[config.mk]
export PLATFORM = sky130hd
export DESIGN_NAME = anp_regs
export DESIGN_NICKNAME = d
export VERILOG_FILES = /design/src/hw/anp_pkg.sv /design/src/hw/anp_evt_if.sv /design/src/hw/anp_sticky.sv /design/src/hw/anp_regs.sv
export SDC_FILE = /design/constraint.sdc
export NUM_CORES = 1
export LEC_CHECK = 0
export ABC_AREA = 1
export BUFFER_PORTS_ARGS = -buffer_cell sky130_fd_sc_hd__buf_2
export CAP_MARGIN = 25
export CORE_MARGIN = 3
export CORE_UTILIZATION = 40
export CTS_CLUSTER_DIAMETER = 60
export DETAILED_ROUTE_END_ITERATION = 6
export PLACE_DENSITY = 0.65
export SLEW_MARGIN = 20
export SYNTH_ARGS = -nofsm -noshare
export SYNTH_HDL_FRONTEND = slang
export SYNTH_SLANG_ARGS = --single-unit
[constraint.sdc]
create_clock -name mclk_i -period 1.2 [get_ports mclk_i]
set_input_delay 0.24 -clock mclk_i [delete_from_list [all_inputs] [get_ports mclk_i]]
set_output_delay 0.24 -clock mclk_i [all_outputs]
set_load 0.02 [all_outputs]
[src/hw/anp_pkg.sv]
// Purpose: shared constants and state layout of the next-page register pair
// Assumes: 5-bit management register address, 16-bit register data
// Notes:   every bit position and reset value used by the logic is named here
`default_nettype none

package anp_pkg;

    // bus geometry
    localparam int ADDR_W = 5;
    localparam int DATA_W = 16;
    localparam int CODE_W = 11;
    localparam int EVT_W = 3;

    // register addresses
    localparam logic [ADDR_W-1:0] ADDR_PARTNER = 5'h05;
    localparam logic [ADDR_W-1:0] ADDR_EXP = 5'h06;
    localparam logic [ADDR_W-1:0] ADDR_NTX = 5'h07;
    localparam logic [ADDR_W-1:0] ADDR_ISTAT = 5'h10;
    localparam logic [ADDR_W-1:0] ADDR_IMASK = 5'h11;

    // expansion status field positions
    localparam int EXP_LOC_KNOWN = 6;
    localparam int EXP_LOC_SEL = 5;
    localparam int EXP_PDF = 4;
    localparam int EXP_LP_NP = 3;
    localparam int EXP_NP_CAP = 2;
    localparam int EXP_PAGE_RX = 1;
    localparam int EXP_LP_AN = 0;
    localparam int EXP_RSV_LSB = 7;

    // next-page transmit word and link code word field positions
    localparam int NTX_NP = 15;
    localparam int NTX_ACK = 14;
    localparam int NTX_MP = 13;
    localparam int NTX_COMPLY_ACKNOWLEDGE = 12;
    localparam int NTX_TOG = 11;

    // fixed values and reset values
    localparam logic LOC_KNOWN_VAL = 1'h1;
    localparam logic LOC_SEL_VAL = 1'h1;
    localparam logic NP_CAP_VAL = 1'h1;
    localparam logic NTX_MP_RST = 1'h1;
    localparam logic [CODE_W-1:0] NTX_CODE_RST = 11'h001;
    localparam logic [DATA_W-1:0] WORD_ZERO = 16'h0000;
    localparam logic [EVT_W-1:0] EVT_ZERO = 3'h0;

    // interrupt event positions
    localparam int EVT_PAGE = 0;
    localparam int EVT_PDF = 1;
    localparam int EVT_LPAN = 2;

    // state of the register block, less the sticky interrupt status
    typedef struct packed {
        logic np;
        logic mp;
        logic comply_acknowledge;
        logic [CODE_W-1:0] code;
        logic ack;
        logic tog;
        logic parallel_detect_fault;
        logic lp_np;
        logic page_rx;
        logic lp_an;
        logic [EVT_W-1:0] imask;
        logic [DATA_W-1:0] lp_word;
        logic [DATA_W-1:0] rdata;
        logic [DATA_W-1:0] tx_word;
        logic tx_vld;
        logic irq;
    } anp_state_t;

endpackage

`default_nettype wire

[src/hw/anp_evt_if.sv]
// Purpose: carries sticky event bits between the register block and holder
// Assumes: single clock domain
// Notes:   set and clear are one-cycle masks, q is the held status
`default_nettype none

interface anp_evt_if #(parameter int W = 3) ();
    logic [W-1:0] set; // event pulses
    logic [W-1:0] clr; // write-one-to-clear mask
    logic [W-1:0] q; // held status
    modport holder (input set, input clr, output q);
    modport user (output set, output clr, input q);
endinterface

`default_nettype wire

[src/hw/anp_sticky.sv]
// Purpose: bank of sticky status bits, set by events, cleared by software
// Assumes: set and clear come from logic on the same clock
// Notes:   a set in the clear cycle wins, so no event is lost
`default_nettype none

module anp_sticky #(
    parameter int W = 3
) (
    // clock and reset
    input wire logic mclk_i,
    input wire logic rstn_i,
    // event carrier
    anp_evt_if.holder evt
);

    typedef struct packed {
        logic [W-1:0] bits;
    } anp_stk_t;

    anp_stk_t s_r; // held bits
    anp_stk_t s_nxt; // next held bits

    ////////////////////////////////////////////////////////////////////////
    // next value: clear first, then set on top
    always_comb begin
        s_nxt = s_r;
        s_nxt.bits = (s_r.bits & ~evt.clr) | evt.set;
    end

    // register with synchronous reset
    always_ff @(posedge mclk_i) begin
        if (!rstn_i) begin
            s_r <= '0;
        end else begin
            s_r <= s_nxt;
        end
    end

    assign evt.q = s_r.bits;
endmodule // anp_sticky

`default_nettype wire

[src/hw/anp_regs.sv]
// Purpose: expansion status and next-page transmit registers of autoneg
// Assumes: engine strobes arrive on mclk_i; plain register port
// Notes:   read data stand one cycle after the read strobe only
//
// Chosen here: the strobed register port.
`default_nettype none

// Overview of operation
// RULE_01 - expansion bits 15:7 ignore writes, read zero
// RULE_02 - expansion bit 6 reads one
// RULE_03 - expansion bit 5 reads one: pages in 8
// RULE_04 - parallel detect fault sets bit 4
// RULE_05 - partner next-page support sets bit 3
// RULE_06 - expansion bit 2 reads one
// RULE_07 - page received sets bit 1, read clears
// RULE_08 - partner autoneg support sets bit 0
// RULE_09 - transmit bit 15 writable, resets zero
// RULE_10 - transmit bit 14 acknowledges received word
// RULE_11 - transmit bit 13 writable, resets one
// RULE_12 - transmit bit 12 writable, resets zero
// RULE_13 - transmit bit 11 inverts previous toggle
// RULE_14 - code field writable, resets to null page
// RULE_15 - transmit register decoded at address 7
// RULE_16 - partner ability word decoded at address 5
// RULE_17 - send transmit word when both next-page capable
module anp_regs
    import anp_pkg::*;
(
    // clock and reset
    input wire logic mclk_i,
    input wire logic rstn_i,
    // register port
    input wire logic [ADDR_W-1:0] addr_i,
    input wire logic [DATA_W-1:0] wdata_i,
    input wire logic wr_i,
    input wire logic rd_i,
    output logic [DATA_W-1:0] rdata_o,
    // autoneg engine side
    input wire logic page_rx_i,
    input wire logic [DATA_W-1:0] rx_word_i,
    input wire logic rx_is_next_i,
    input wire logic par_fault_i,
    input wire logic partner_an_i,
    input wire logic tx_taken_i,
    input wire logic an_restart_i,
    output logic [DATA_W-1:0] tx_word_o,
    output logic tx_valid_o,
    // interrupt
    output logic irq_o
);

    ////////////////////////////////////////////////////////////////////////
    // state and carriers

    anp_state_t s_r; // all registers of the block but the sticky status
    anp_state_t s_nxt; // their next values

    anp_evt_if #(.W(EVT_W)) evt_bus (); // sticky interrupt status link

    // decoded strobes
    logic wr_ntx; // write to transmit word
    logic wr_istat; // write-one-to-clear of interrupt status
    logic wr_imask; // write of interrupt mask
    logic rd_exp; // read of expansion status
    logic [DATA_W-1:0] exp_word; // assembled expansion word
    logic [DATA_W-1:0] ntx_word; // assembled transmit word

    ////////////////////////////////////////////////////////////////////////
    // address decode

    always_comb begin
        wr_ntx = wr_i && (addr_i == ADDR_NTX); // RULE_15
        wr_istat = wr_i && (addr_i == ADDR_ISTAT);
        wr_imask = wr_i && (addr_i == ADDR_IMASK);
        rd_exp = rd_i && (addr_i == ADDR_EXP);
    end

    ////////////////////////////////////////////////////////////////////////
    // interrupt events into the sticky bank

    always_comb begin
        evt_bus.set = EVT_ZERO;
        evt_bus.set[EVT_PAGE] = page_rx_i;
        evt_bus.set[EVT_PDF] = par_fault_i;
        evt_bus.set[EVT_LPAN] = partner_an_i;
        // only the low bits of the write data are status bits
        evt_bus.clr = wr_istat ? wdata_i[EVT_W-1:0] : EVT_ZERO;
    end

    // the status bank sits in its own module so the set-wins rule
    // is written and checked in one place only
    anp_sticky #(.W(EVT_W)) u_istat (
        .mclk_i(mclk_i),
        .rstn_i(rstn_i),
        .evt(evt_bus)
    );

    ////////////////////////////////////////////////////////////////////////
    // register views as software sees them

    always_comb begin
        exp_word = WORD_ZERO; // reserved bits stay zero // RULE_01
        exp_word[EXP_LOC_KNOWN] = LOC_KNOWN_VAL; // RULE_02
        exp_word[EXP_LOC_SEL] = LOC_SEL_VAL; // RULE_03
        exp_word[EXP_PDF] = s_r.parallel_detect_fault;
        exp_word[EXP_LP_NP] = s_r.lp_np;
        exp_word[EXP_NP_CAP] = NP_CAP_VAL; // RULE_06
        exp_word[EXP_PAGE_RX] = s_r.page_rx;
        exp_word[EXP_LP_AN] = s_r.lp_an;
    end

    always_comb begin
        ntx_word = WORD_ZERO;
        ntx_word[NTX_NP] = s_r.np;
        ntx_word[NTX_ACK] = s_r.ack;
        ntx_word[NTX_MP] = s_r.mp;
        ntx_word[NTX_COMPLY_ACKNOWLEDGE] = s_r.comply_acknowledge;
        ntx_word[NTX_TOG] = s_r.tog;
        ntx_word[CODE_W-1:0] = s_r.code;
    end

    ////////////////////////////////////////////////////////////////////////
    // next-state logic

    always_comb begin
        s_nxt = s_r;

        // software fields of the transmit word; ack and toggle ignore
        // writes because the engine owns them
        if (wr_ntx) begin
            s_nxt.np = wdata_i[NTX_NP]; // RULE_09
            s_nxt.mp = wdata_i[NTX_MP]; // RULE_11
            s_nxt.comply_acknowledge = wdata_i[NTX_COMPLY_ACKNOWLEDGE]; // RULE_12
            s_nxt.code = wdata_i[CODE_W-1:0]; // RULE_14
        end

        // interrupt mask
        if (wr_imask) begin
            s_nxt.imask = wdata_i[EVT_W-1:0];
        end

        // a restart drops what was learnt about the partner
        if (an_restart_i) begin
            s_nxt.lp_np = 1'h0;
            s_nxt.lp_an = 1'h0;
            s_nxt.ack = 1'h0;
            s_nxt.tog = 1'h0;
            s_nxt.parallel_detect_fault = 1'h0;
        end

        // toggle follows each word the engine sent
        if (tx_taken_i && !an_restart_i) begin
            s_nxt.tog = ~s_r.tog; // RULE_13
            s_nxt.ack = 1'h0;
        end

        // page received: acknowledge it and learn the partner
        // placed after the clears so a set in the same cycle wins
        if (page_rx_i) begin
            s_nxt.ack = 1'h1; // RULE_10
            if (rx_word_i[NTX_NP]) begin
                s_nxt.lp_np = 1'h1; // RULE_05
            end
            // base pages only; next pages belong to register 8
            if (!rx_is_next_i) begin
                s_nxt.lp_word = rx_word_i; // RULE_16
            end
        end

        // fault and partner detection are sticky until restart
        if (par_fault_i) begin
            s_nxt.parallel_detect_fault = 1'h1; // RULE_04
        end
        if (partner_an_i) begin
            s_nxt.lp_an = 1'h1; // RULE_08
        end

        // clear-on-read, but a new page in that cycle is kept
        s_nxt.page_rx = (s_r.page_rx && !rd_exp) || page_rx_i; // RULE_07

        // read data for the cycle after the strobe only
        s_nxt.rdata = WORD_ZERO;
        if (rd_i) begin
            unique case (addr_i)
                ADDR_PARTNER: s_nxt.rdata = s_r.lp_word; // RULE_16
                ADDR_EXP: s_nxt.rdata = exp_word;
                ADDR_NTX: s_nxt.rdata = ntx_word; // RULE_15
                ADDR_ISTAT: begin
                    s_nxt.rdata[EVT_W-1:0] = evt_bus.q;
                end
                ADDR_IMASK: begin
                    s_nxt.rdata[EVT_W-1:0] = s_r.imask;
                end
                default: s_nxt.rdata = WORD_ZERO; // unmapped reads zero
            endcase
        end

        // outgoing link code word built from the next values so the
        // engine sees a fresh write one cycle after it
        s_nxt.tx_word = WORD_ZERO;
        s_nxt.tx_word[NTX_NP] = s_nxt.np;
        s_nxt.tx_word[NTX_ACK] = s_nxt.ack;
        s_nxt.tx_word[NTX_MP] = s_nxt.mp;
        s_nxt.tx_word[NTX_COMPLY_ACKNOWLEDGE] = s_nxt.comply_acknowledge;
        s_nxt.tx_word[NTX_TOG] = s_nxt.tog;
        s_nxt.tx_word[CODE_W-1:0] = s_nxt.code;
        // no valid while the partner is unknown: the engine would
        // otherwise send a next page that nobody asked for
        s_nxt.tx_vld = NP_CAP_VAL && s_nxt.lp_np; // RULE_17

        // level interrupt; one cycle behind the status bank
        s_nxt.irq = |(evt_bus.q & s_r.imask);
    end

    ////////////////////////////////////////////////////////////////////////
    // state register

    always_ff @(posedge mclk_i) begin
        if (!rstn_i) begin
            // mp and code have non-zero defaults, so the transmit
            // word flop is seeded to match them
            s_r <= '0;
            s_r.mp <= NTX_MP_RST; // RULE_11
            s_r.code <= NTX_CODE_RST; // RULE_14
            s_r.tx_word <= {WORD_ZERO[DATA_W-1:NTX_MP+1], NTX_MP_RST,
                            WORD_ZERO[NTX_COMPLY_ACKNOWLEDGE:CODE_W], NTX_CODE_RST};
        end else begin
            s_r <= s_nxt;
        end
    end

    // outputs straight from flops
    assign rdata_o = s_r.rdata;
    assign tx_word_o = s_r.tx_word;
    assign tx_valid_o = s_r.tx_vld;
    assign irq_o = s_r.irq;
endmodule // anp_regs

`default_nettype wire

======== Word level (Yosys, flattened, before mapping) ========
Index checks and enable logic that the tools add are counted.
W data, S select, Z words.
operators by class
  reduce and logical (&&, ||, !) cells .... 14
  bitwise logic cells ..................... 6
  muxes and demuxes ....................... 12
  equal/unequal tests ..................... 5
operators with widths
  kind                  number
  $pmux W13 S3          1
  $eq A5 B3 Y1 const B  3
  $pmux W3 S5           1
  $mux W14              1
  $eq A5 B5 Y1 const B  2
  $and A3 B3 Y3         2
  $logic_and A1 B1 Y1   6
  $mux W1               6
  $mux W4               1
  $reduce_and A2 Y1     2
  $reduce_bool A2 Y1    2
  $mux W3               1
  $not A3 Y3            1
  $or A3 B3 Y3          1
  $reduce_or A3 Y1      1
  $logic_not A1 Y1      2
  $mux W2               1
  $not A1 Y1            2
  $logic_or A1 B1 Y1    1
word-level totals
  bits in registers ....................... 75
  word-level logic and storage cells ...... 53
  output and inout port bits .............. 34

======== Logic depth before layout (Yosys ltp) ========
Gate-level depths: netlist of run 1.
  depth in word-level cells ............... 6
  mapped depth ............................ 8
  depth with buffers taken out ............ 7

======== Hierarchy ========
Synthesis of run 1 repeated with hierarchy kept, for this count alone.
second synthesis, totals
  cell total of the unflattened synthesis .. 346
  area total of the unflattened synthesis .. 2575.0 um^2
by module, submodules not included
  module      times used  cells an instance  area each (um^2)
  anp_regs    1           330                2462.4
  anp_sticky  1           16                 112.6

======== Worst setup path after synthesis of run 1 ========
No wires, ideal clock.
  path type ............................... input to register
  from .................................... in page_rx_i
  to ...................................... reg s_r[39] in the netlist's numbering
  stages .................................. 6
  arrival ................................. 0.994 ns
  slack ................................... 0.091 ns
  setup time .............................. 0.116 ns
  required time ........................... 1.084 ns
  path through ............................ inv_1 > nor2_1 > inv_1 > buf_2 > nor2_1 > nor2_1
between the ends
  longest elaborated chain between the ends .. 1
ends and longest elaborated chain
  what                         line             RTL
  start, declared              anp_regs.sv:39   input wire logic page_rx_i,
  $reduce_and A2 Y1 (no line)  -
  end signal, assigned         anp_regs.sv:228  s_r <= s_nxt;
  end, declared                anp_regs.sv:55   anp_state_t s_r;
Every way passes these cells.
A chain may end at the register's enable or synchronous reset.

==> metrics.cfg, run 1 <==
[logic_synthesis]
synth_area_per_cell_um2=7.735
synthCells=335
synth_area_um2=2591
synth.top_cell.area_share_pct=45.58
synth-edff-count=0
yosys-top-cells-area=dfxtp_1 46%, nand2_1 11%, buf_4 9.6%
seq_area_frac_synth_pct=45.58
ys_seq_elements=59
syn-num-nets=382
yosysWarnings=0
ys_async_sr_fraction_pct=0
yosysTopAreaCell=dfxtp_1
synth_cell_type_count=31
synthFlopType=dfxtp_1

[placement]
gp_congestion=0.8505
pre_cts_slack_ns=-0.1003
numPortBuffers=78
dp_hpwl_um=4697

[final_layout]
nets=448
drive_gt1_share_pct=34.98
nFillCells=624
syn_to_final_growth_pct=22.26
layout_common_cells=77 x nand2_1, 77 x buf_2, 58 x dfxtp_1, 48 x nor2_1
antenna_cells=0
post-route-util_pct=51.97

[setup_path]
cp_slowest_stage_delay_ns=0.39
worstPathArrival_ns=0.91
startpoint=ntx_word[3]$_SDFFE_PN0P_
endpoint_kind=primary output
cp-start-kind=flop
crit_required_ns=0.96
worst-path-stages=1
path_class=flop to primary output
path_cells=buf_2
reg2reg_from=u_istat.evt.q[1]$_SDFF_PN0_
critPathSlowestCell=dfxtp_1
rr_worst_depth=4
critPathTopFamily=flip-flops
path_max_fanout=3
path_buf_inv=1

[sta]
fin_crit_sh_pct=96.08
setup_viol=0
fin_skew_ns=0.004947
slew_headroom_pct=67.35
final_hold_viol_count=0
tns_ns=0
fin_hold_ws_ns=0.1096
worstMarginPinSlew_ns=0.4892
final_max_slew_viol_count=0
fmax_ghz=0.8673
fin_ws_ns=0.04702
period_minus_slack_ns=1.153
rsz0062_at_grt=false

[clocking]
hold_buffers=0
cts.sinks=59
clk_latency_ns=0.34
cts_buffers=9
path_clk_slew_ns=0.07
clock_path_buffers=2
cts_root_buf=clkbuf_8
htreeDepth=3
tritoncts=done

[run]
drv_cap=0

[power_and_ir_drop]
finalPower_w=0.004359
p_int_w=0.003325
clockPowerShare_pct=44.9
pwr-share-comb_pct=7.8
ir_worst_vdd_mv=0.6960
pwr-share-seq_pct=47.2
power_leakage_nw=1.479
switching_share_pct=23.71
power.switching_w=0.001034
cellPowerDensity_nw_per_um2=1376

[global_route]
antenna_found_initial=0
grt_usage_pct=17.86
grt_pass1_wl_um=10210
grt_remaining_overflow=0
grt_pass1_vias=2172
grt_max_degree=18

[drt]
dr.pass1.iters=4
first_iter_violations=103
totalWireLength_um=6296
drc=0
vias_per_cell=4.759
num_vias=2289
ant_nets=0
wl_per_cell_um=13.09

[floorplan]
dieArea_um2=7480
num_io_pins=81
coreArea_um2=6096
die_w_um=86.49
std_cell_rows=28
die_h_um=86.49
initial_core_util_pct=42.51

[min_path]
whs_path_depth=3
hold_start=wdata_i[13]
hp-class=input port to flop

[run_status]
outcome=completed

## kinds of logic (layout without fill, tap and decap cells)
logic type / count (synthesis) / count (layout) / share of synthesized area [%]
AND/OR/NAND/NOR: 158 / 158 / 26.99
XOR/XNOR: 1 / 1 / 0.3381
flip-flops: 59 / 59 / 45.58
buffers and inverters: 64 / 135 / 14.92
AO/OA/AOI/OAI: 53 / 53 / 12.17
## metal layers
metal | routed length (um) | up-vias | GRT usage, %
met3 | 492 | 6 | 5.608
li1 | - | 1170 | -
met4 | 74 | 0 | 7.224
met5 | 0 | - | 0
met1 | 2728 | 1039 | 22.36
met2 | 3000 | 74 | 28.51
## registers in the layout (all words and copies together) (netlist names)
register and cells:
irq_o 1, rdata_o 16, ntx_word 11, s_r 19
tx_word_o 5, u_istat.evt.q 3, exp_word 3, tx_valid_o 1
## cell type report
type / instances / area [um2] / share of cell area (%)
multi-input combinational: 212 / 1023 / 32.31
clock inverter: 7 / 92.59 / 2.923
tap: 75 / 93.84 / 2.962
clock buffer: 9 / 123.9 / 3.910
inverter: 21 / 83.83 / 2.646
sequential: 59 / 1182 / 37.32
timing repair buffer: 98 / 568.0 / 17.93
## worst min-delay path, delay by kind of cell
kind | cells | cell delay, ns
buffers and inverters | 1 | 0.08
and+or+nand+nor | 2 | 0.11
## final timing paths
path	endpoint	slack, ns
worst max-delay path	tx_word_o[3]	0.05
worst max register to register	rdata_o[1]$_SDFF_PN0_	0.38
worst min register to register	rdata_o[12]$_SDFF_PN0_	0.46
worst min-delay path	tx_word_o[13]$_SDFFE_PN1P_	0.11
## cell usage after synthesis (5+ instances only)
library cell	count
nand2_1	77
dfxtp_1	59
nand3_1	11
nor2_1	48
nand2_2	9
o22ai_1	5
a21oi_2	9
o21ai_0	18
a21oi_1	16
inv_1	19
buf_4	33
## power groups by stage
stage / Sequential [W] / Combinational (W) / Clock, W
after floorplan: 0.00209 / 0.000173 / 0
after global placement: 0.00210 / 0.000336 / 0
after detailed placement: 0.00210 / 0.000340 / 0
after CTS: 0.00206 / 0.000343 / 0.00199
after global routing: 0.00207 / 0.000381 / 0.00209
final: 0.00206 / 0.000341 / 0.00196
## metrics by stage
step | instances | area (um2)
3_3_place_gp | 465 | 2948
2_1_floorplan | 335 | 2591
6_report | 481 | 3168
5_1_grt | 481 | 3168
4_1_cts | 481 | 3164
3_5_place_dp | 465 | 2948
## repair_timing
action / CTS / global route
setup endpoints to repair: 0 / 2
resized for setup: 0 / 2
buffers inserted: 0 / 0
(Power assumes the default switching activity.)
==> run 2: changes to the inputs <==
--- a/config.mk
+++ b/config.mk
@@ -13,6 +13,7 @@
 export CTS_CLUSTER_DIAMETER = 60
 export DETAILED_ROUTE_END_ITERATION = 6
 export PLACE_DENSITY = 0.65
+export SETUP_SLACK_MARGIN = 0.4
 export SLEW_MARGIN = 20
 export SYNTH_ARGS = -nofsm -noshare
 export SYNTH_HDL_FRONTEND = slang
==> run 2 against run 1 <==
  * Die area unchanged
  * Sequential power about the same
  * Sequential cell count unchanged
  * Global-route usage increased by 4.1 points
  * Wire length grew 33%
  * Hold slack improved by 0.0091 ns
  * Critical path depth stayed put
  * Setup slack improved by 0.089 ns
  * Combinational power is 52% higher
  * Highest routed layer unchanged
==> metrics.cfg, run 2 (synthesized netlist as in run 1, its figures left out) <==
[run_status]
outcome=completed

[run]
drv_cap=0  ; unchanged

[final_layout]
layout_commonest_cell=buf_6
drive_gt1_share_pct=63.36  ; +28 points
multi_input_area_um2=1398  ; +37%
stdcell_count=509  ; +5.8%
seq_area_um2=1224  ; +3.5%
layout_common_cells=45 x buf_6, 41 x nor2_1, 41 x buf_2, 36 x nand2_1, 34 x dfxtp_2
largest_register=s_r
largest_reg_flops=19  ; unchanged
antenna_cells=0  ; unchanged
final_cell_area_um2=4283  ; +35%
nFillCells=432  ; -31%
syn_to_final_growth_pct=65.28
nets=477  ; +6.5%

[placement]
gp_congestion=0.8124  ; -4.5%
placed_cell_area_um2=3053  ; +3.6%
dp_hpwl_um=4892  ; +4.2%
placed_cells=465  ; unchanged
numPortBuffers=78  ; unchanged

[floorplan]
std_cell_rows=28  ; unchanged
die_w_um=86.49  ; unchanged
initial_core_util_pct=42.51  ; unchanged
coreArea_um2=6096  ; unchanged
num_io_pins=81  ; unchanged
die_h_um=86.49  ; unchanged
dieArea_um2=7480  ; unchanged

[clocking]
htreeDepth=3  ; unchanged
cts.sinks=59  ; unchanged
tritoncts=done
cts_buffers=9  ; unchanged
cts_root_buf=clkbuf_8
path_clk_slew_ns=0.07  ; about the same
clock_path_buffers=2  ; unchanged
clk_latency_ns=0.35  ; about the same
hold_buffers=0  ; unchanged

[global_route]
grt_remaining_overflow=0  ; unchanged
grt_max_degree=23  ; +5
antenna_found_initial=0  ; unchanged
grt_pass1_wl_um=12590  ; +23%
grt_pass1_vias=2543  ; +17%
grt_usage_pct=21.93  ; +4.1 points

[setup_path]
worstPathArrival_ns=0.82  ; -0.09 ns
cp_slowest_stage_delay_ns=0.36  ; -0.03 ns
startpoint=ntx_word[7]$_SDFFE_PN0P_
path_buf_inv=1  ; unchanged
path_class=flop to primary output
cp-start-kind=flop
path_cells=buf_6
critPathTopFamily=flip-flops
worst-path-stages=1  ; unchanged
reg2reg_from=ntx_word[3]$_SDFFE_PN0P_
crit_required_ns=0.96  ; about the same
rr_worst_depth=5  ; +1
endpoint_kind=primary output
path_max_fanout=3  ; unchanged
r2r_slack_ns=0.30  ; -0.08 ns
critPathSlowestCell=dfxtp_2

[sta]
rsz0062_at_grt=true
final_hold_viol_count=0  ; unchanged
fin_skew_ns=0.01000  ; +0.005056 ns
tns_ns=0  ; unchanged
setup_viol=0  ; unchanged
final_max_slew_viol_count=0  ; unchanged
worstMarginPinSlew_ns=0.2780  ; -0.2112 ns
fin_crit_sh_pct=88.69  ; -7.4 points
slew_headroom_pct=81.27  ; +14 points
period_minus_slack_ns=1.064  ; -0.08868 ns
fmax_ghz=0.9396  ; +8.3%

[drt]
drc=0  ; unchanged
first_iter_violations=171  ; +66%
dr.pass1.iters=4  ; unchanged
wl_per_cell_um=16.41  ; +25%
ant_nets=0  ; unchanged
totalWireLength_um=8351  ; +33%
vias_per_cell=4.963  ; +4.3%
num_vias=2526  ; +10%

[min_path]
hp-class=input port to flop
whs_path_depth=3  ; unchanged
hold_start=rx_word_i[13]

[power_and_ir_drop]
clockPowerShare_pct=43.8  ; -1.1 points
switching_share_pct=24.48  ; +0.77 points
cellPowerDensity_nw_per_um2=1074  ; -22%
power_leakage_nw=1.920  ; +30%
power.switching_w=0.001126  ; +8.9%
pwr-share-seq_pct=45.0  ; -2.2 points
pwr-share-comb_pct=11.2  ; +3.4 points
ir_worst_vdd_mv=0.8518  ; +22%
p_int_w=0.003473  ; +4.4%

## run 2: changes by cell type in the layout (fill, tap and decap cells not counted), moves of 22 or more
cell | previous run | this run
buf_2 | 77 | 41
buf_6 | 0 | 45
dfxtp_1 | 58 | 25
dfxtp_2 | 1 | 34
nand2_1 | 77 | 36
nand2_4 | 1 | 23
## run 2: per-stage QoR
stage          worst slack (ns)  util, %  hold slack (ns)  power (W)
2_1_floorplan            0.1573        -           0.3444   0.002285
3_3_place_gp            -0.1090    50.08           0.4425   0.002469
3_5_place_dp            -0.1844    50.08           0.4492   0.002474
4_1_cts                  0.1342    65.60          0.08866   0.004531
5_1_grt                  0.1115    70.26           0.1161   0.004759
6_report                 0.1357    70.26           0.1186   0.004599
## run 2: final cells by class
cell class / count / share of cell area, %
multi-input combinational: 212 / 32.63
sequential: 59 / 28.57
timing repair buffer: 125 / 27.96
inverter: 21 / 3.243
clock buffer: 10 / 3.214
tap: 75 / 2.191
clock inverter: 5 / 1.811
timing repair inverter: 2 / 0.3798
## run 2: power groups by stage
stage                     combinational [W]  clock, W  sequential, W
after floorplan                    0.000192         0        0.00209
after global routing               0.000560   0.00213        0.00207
after detailed placement           0.000374         0        0.00210
after global placement             0.000368         0        0.00210
after CTS                          0.000455   0.00202        0.00206
final                              0.000517   0.00201        0.00207
## run 2: layer usage
layer | vias to the layer above | GRT usage [%] | part of all wire (%)
met3 | 17 | 5.228 | 7.0
li1 | 1232 | - | -
met2 | 93 | 36.30 | 51
met1 | 1184 | 26.80 | 40
met5 | - | 0 | 0
met4 | 0 | 10.34 | 2.8
## run 2: worst paths after layout
path	end
min reg2reg	rdata_o[8]$_SDFF_PN0_
max	tx_word_o[7]
max reg2reg	rdata_o[3]$_SDFF_PN0_
min	s_r[47]$_SDFFE_PN0P_
## run 2: what timing repair did
action                                  in CTS  in global routing
gates resized for setup                    169                 56
cloned                                       3                  1
endpoints found under the setup margin      70                 74
pin swaps                                   24                 32
setup buffers                               19                  6
==> run 3: changes to the inputs <==
--- a/config.mk
+++ b/config.mk
@@ -13,6 +13,7 @@
 export CTS_CLUSTER_DIAMETER = 60
 export DETAILED_ROUTE_END_ITERATION = 6
 export PLACE_DENSITY = 0.65
+export REMOVE_ABC_BUFFERS = 1
 export SETUP_SLACK_MARGIN = 0.4
 export SLEW_MARGIN = 20
 export SYNTH_ARGS = -nofsm -noshare
==> run 3 against run 2 <==
  * Setup slack improved by 0.0051 ns
  * Sequential share of layout area grew 0.97 points
  * First-iteration DRC count is 8.8% lower
  * Non-clock buffer count is 5 higher
==> metrics.cfg, run 3 (synthesized netlist as in run 1, its figures left out) <==
[placement]
placed_cell_area_um2=2965  ; -2.9%
dp_hpwl_um=4684  ; -4.2%
numPortBuffers=78  ; unchanged
gp_congestion=0.7944  ; -2.2%

[setup_path]
path_buf_inv=1  ; unchanged
critPathSlowestCell=dfxtp_4
path_max_fanout=3  ; unchanged
crit_required_ns=0.96  ; about the same
path_class=flop to primary output
critPathTopFamily=flip-flops
path_cells=buf_6
endpoint_kind=primary output
cp_slowest_stage_delay_ns=0.36  ; about the same
cp-start-kind=flop
worstPathArrival_ns=0.82  ; about the same

[clocking]
cts.sinks=59  ; unchanged
tritoncts=done
clock_path_buffers=2  ; unchanged
htreeDepth=3  ; unchanged
hold_buffers=0  ; unchanged
cts_root_buf=clkbuf_8
cts_buffers=9  ; unchanged
path_clk_slew_ns=0.07  ; about the same
clk_latency_ns=0.34  ; about the same

[floorplan]
dieArea_um2=7480  ; unchanged
initial_core_util_pct=42.51  ; unchanged
die_h_um=86.49  ; unchanged
num_io_pins=81  ; unchanged
coreArea_um2=6096  ; unchanged
std_cell_rows=28  ; unchanged
die_w_um=86.49  ; unchanged

[global_route]
grt_max_degree=18  ; -22%
grtUsageMet1_pct=24.31  ; -2.5 points
met2_usage_pct=31.02  ; -5.3 points
antenna_found_initial=0  ; unchanged
grtUsageMet3_pct=6.559  ; +1.3 points
grt_usage_pct=19.55  ; -2.4 points
grt_remaining_overflow=0  ; unchanged
busiest_layer=met2
grt_pass1_wl_um=11140  ; -12%
grt_pass1_vias=2376  ; -6.6%

[power_and_ir_drop]
power_leakage_nw=1.942  ; +1.1%
ir_worst_vdd_mv=0.7170  ; -16%
cellPowerDensity_nw_per_um2=1102  ; +2.6%

[final_layout]
nets=481  ; +0.84%
layout_commonest_cell=buf_6
antenna_cells=0  ; unchanged
largest_register=s_r
syn_to_final_growth_pct=60.36
layout_common_cells=56 x buf_6, 43 x nor2_1, 39 x buf_2, 34 x nand2_2, 34 x dfxtp_2
post-route-util_pct=68.16  ; -2.1 points
drive_gt1_share_pct=63.78  ; +0.42 points
final_cell_area_um2=4155  ; -3.0%
largest_reg_flops=19  ; unchanged

[sta]
setup_viol=0  ; unchanged
fin_crit_sh_pct=88.27  ; -0.42 points
final_max_slew_viol_count=0  ; unchanged
fmax_ghz=0.9441  ; +0.48%
final_hold_viol_count=0  ; unchanged
fin_skew_ns=0.003848  ; -0.006155 ns
period_minus_slack_ns=1.059  ; -0.005067 ns
rsz0062_at_grt=true
worstMarginPinSlew_ns=0.2096  ; -0.06839 ns
slew_headroom_pct=85.92  ; +4.6 points

[drt]
ant_nets=0  ; unchanged
totalWireLength_um=7461  ; -11%
wl_per_cell_um=14.52  ; -12%
drc=0  ; unchanged
dr.pass1.iters=4  ; unchanged
first_iter_violations=156  ; -8.8%
num_vias=2489  ; -1.5%
vias_per_cell=4.842  ; -2.4%

[run]
drv_cap=0  ; unchanged

[run_status]
outcome=completed

[min_path]
hp-class=input port to flop

## run 3: worst register-to-register path, stage by stage, from the launching register on
cell and delay, ns:
dfxtp_2 0.33, buf_6 0.11, buf_6 0.11, nand2_2 0.04, nand2_1 0.05, nor2_1 0.12
nor2_1 0.05
## run 3: final timing paths
kind	start	to	slack, ns	cells past startpoint
hold reg to reg	s_r[47]$_SDFFE_PN0P_	rdata_o[13]$_SDFF_PN0_	0.46	2
setup / recovery	ntx_word[4]$_SDFFE_PN0P_	tx_word_o[4]	0.14	1
hold / removal	wdata_i[13]	tx_word_o[13]$_SDFFE_PN1P_	0.12	3
setup reg to reg	ntx_word[2]$_SDFFE_PN0P_	rdata_o[2]$_SDFF_PN0_	0.30	6
## run 3: through the flow
| stage | hold slack [ns] | power, W | worst slack (ns) | instances | setup TNS, ns |
|---|---|---|---|---|---|
| 6_report | 0.1199 | 0.004580 | 0.1408 | 514 | 0 |
| 4_1_cts | 0.09868 | 0.004531 | 0.1287 | 503 | 0 |
| 3_3_place_gp | 0.4418 | 0.002436 | -0.05693 | 469 | -0.7888 |
| 5_1_grt | 0.1099 | 0.004746 | 0.1082 | 514 | 0 |
| 3_5_place_dp | 0.4488 | 0.002441 | -0.08029 | 469 | -1.438 |
| 2_1_floorplan | 0.3246 | 0.002242 | -0.1626 | 292 | -2.440 |
## run 3: area by class of cell
cell class / instances / area [um2]
clock inverter: 5 / 75.07
tap: 75 / 93.84
multi-input combinational: 212 / 1363
timing repair inverter: 1 / 11.26
sequential: 59 / 1227
fill: 472 / 1941
clock buffer: 11 / 151.4
timing repair buffer: 130 / 1129
inverter: 21 / 105.1
## run 3: report_power, final
| group | leakage (nW) | switching, W | internal (W) | total, W |
|---|---|---|---|---|
| Combinational | 1.33 | 0.000251 | 0.000208 | 0.000459 |
| Sequential | 0.497 | 0.0000467 | 0.00202 | 0.00207 |
| Clock | 0.119 | 0.000781 | 0.00127 | 0.00205 |
| Total | 1.94 | 0.00108 | 0.00350 | 0.00458 |
## run 3: timing repair
item / CTS / global route
endpoints found under the setup margin: 67 / 87
resized for setup: 147 / 95
buffers inserted: 18 / 10
gates cloned: 0 / 1
pin swaps: 18 / 39
## run 3: per-layer routing
layer	vias up	part of all wire (%)
li1	1242	-
met1	1156	43
met5	-	0
met4	0	1.4
met3	10	6.0
met2	81	50
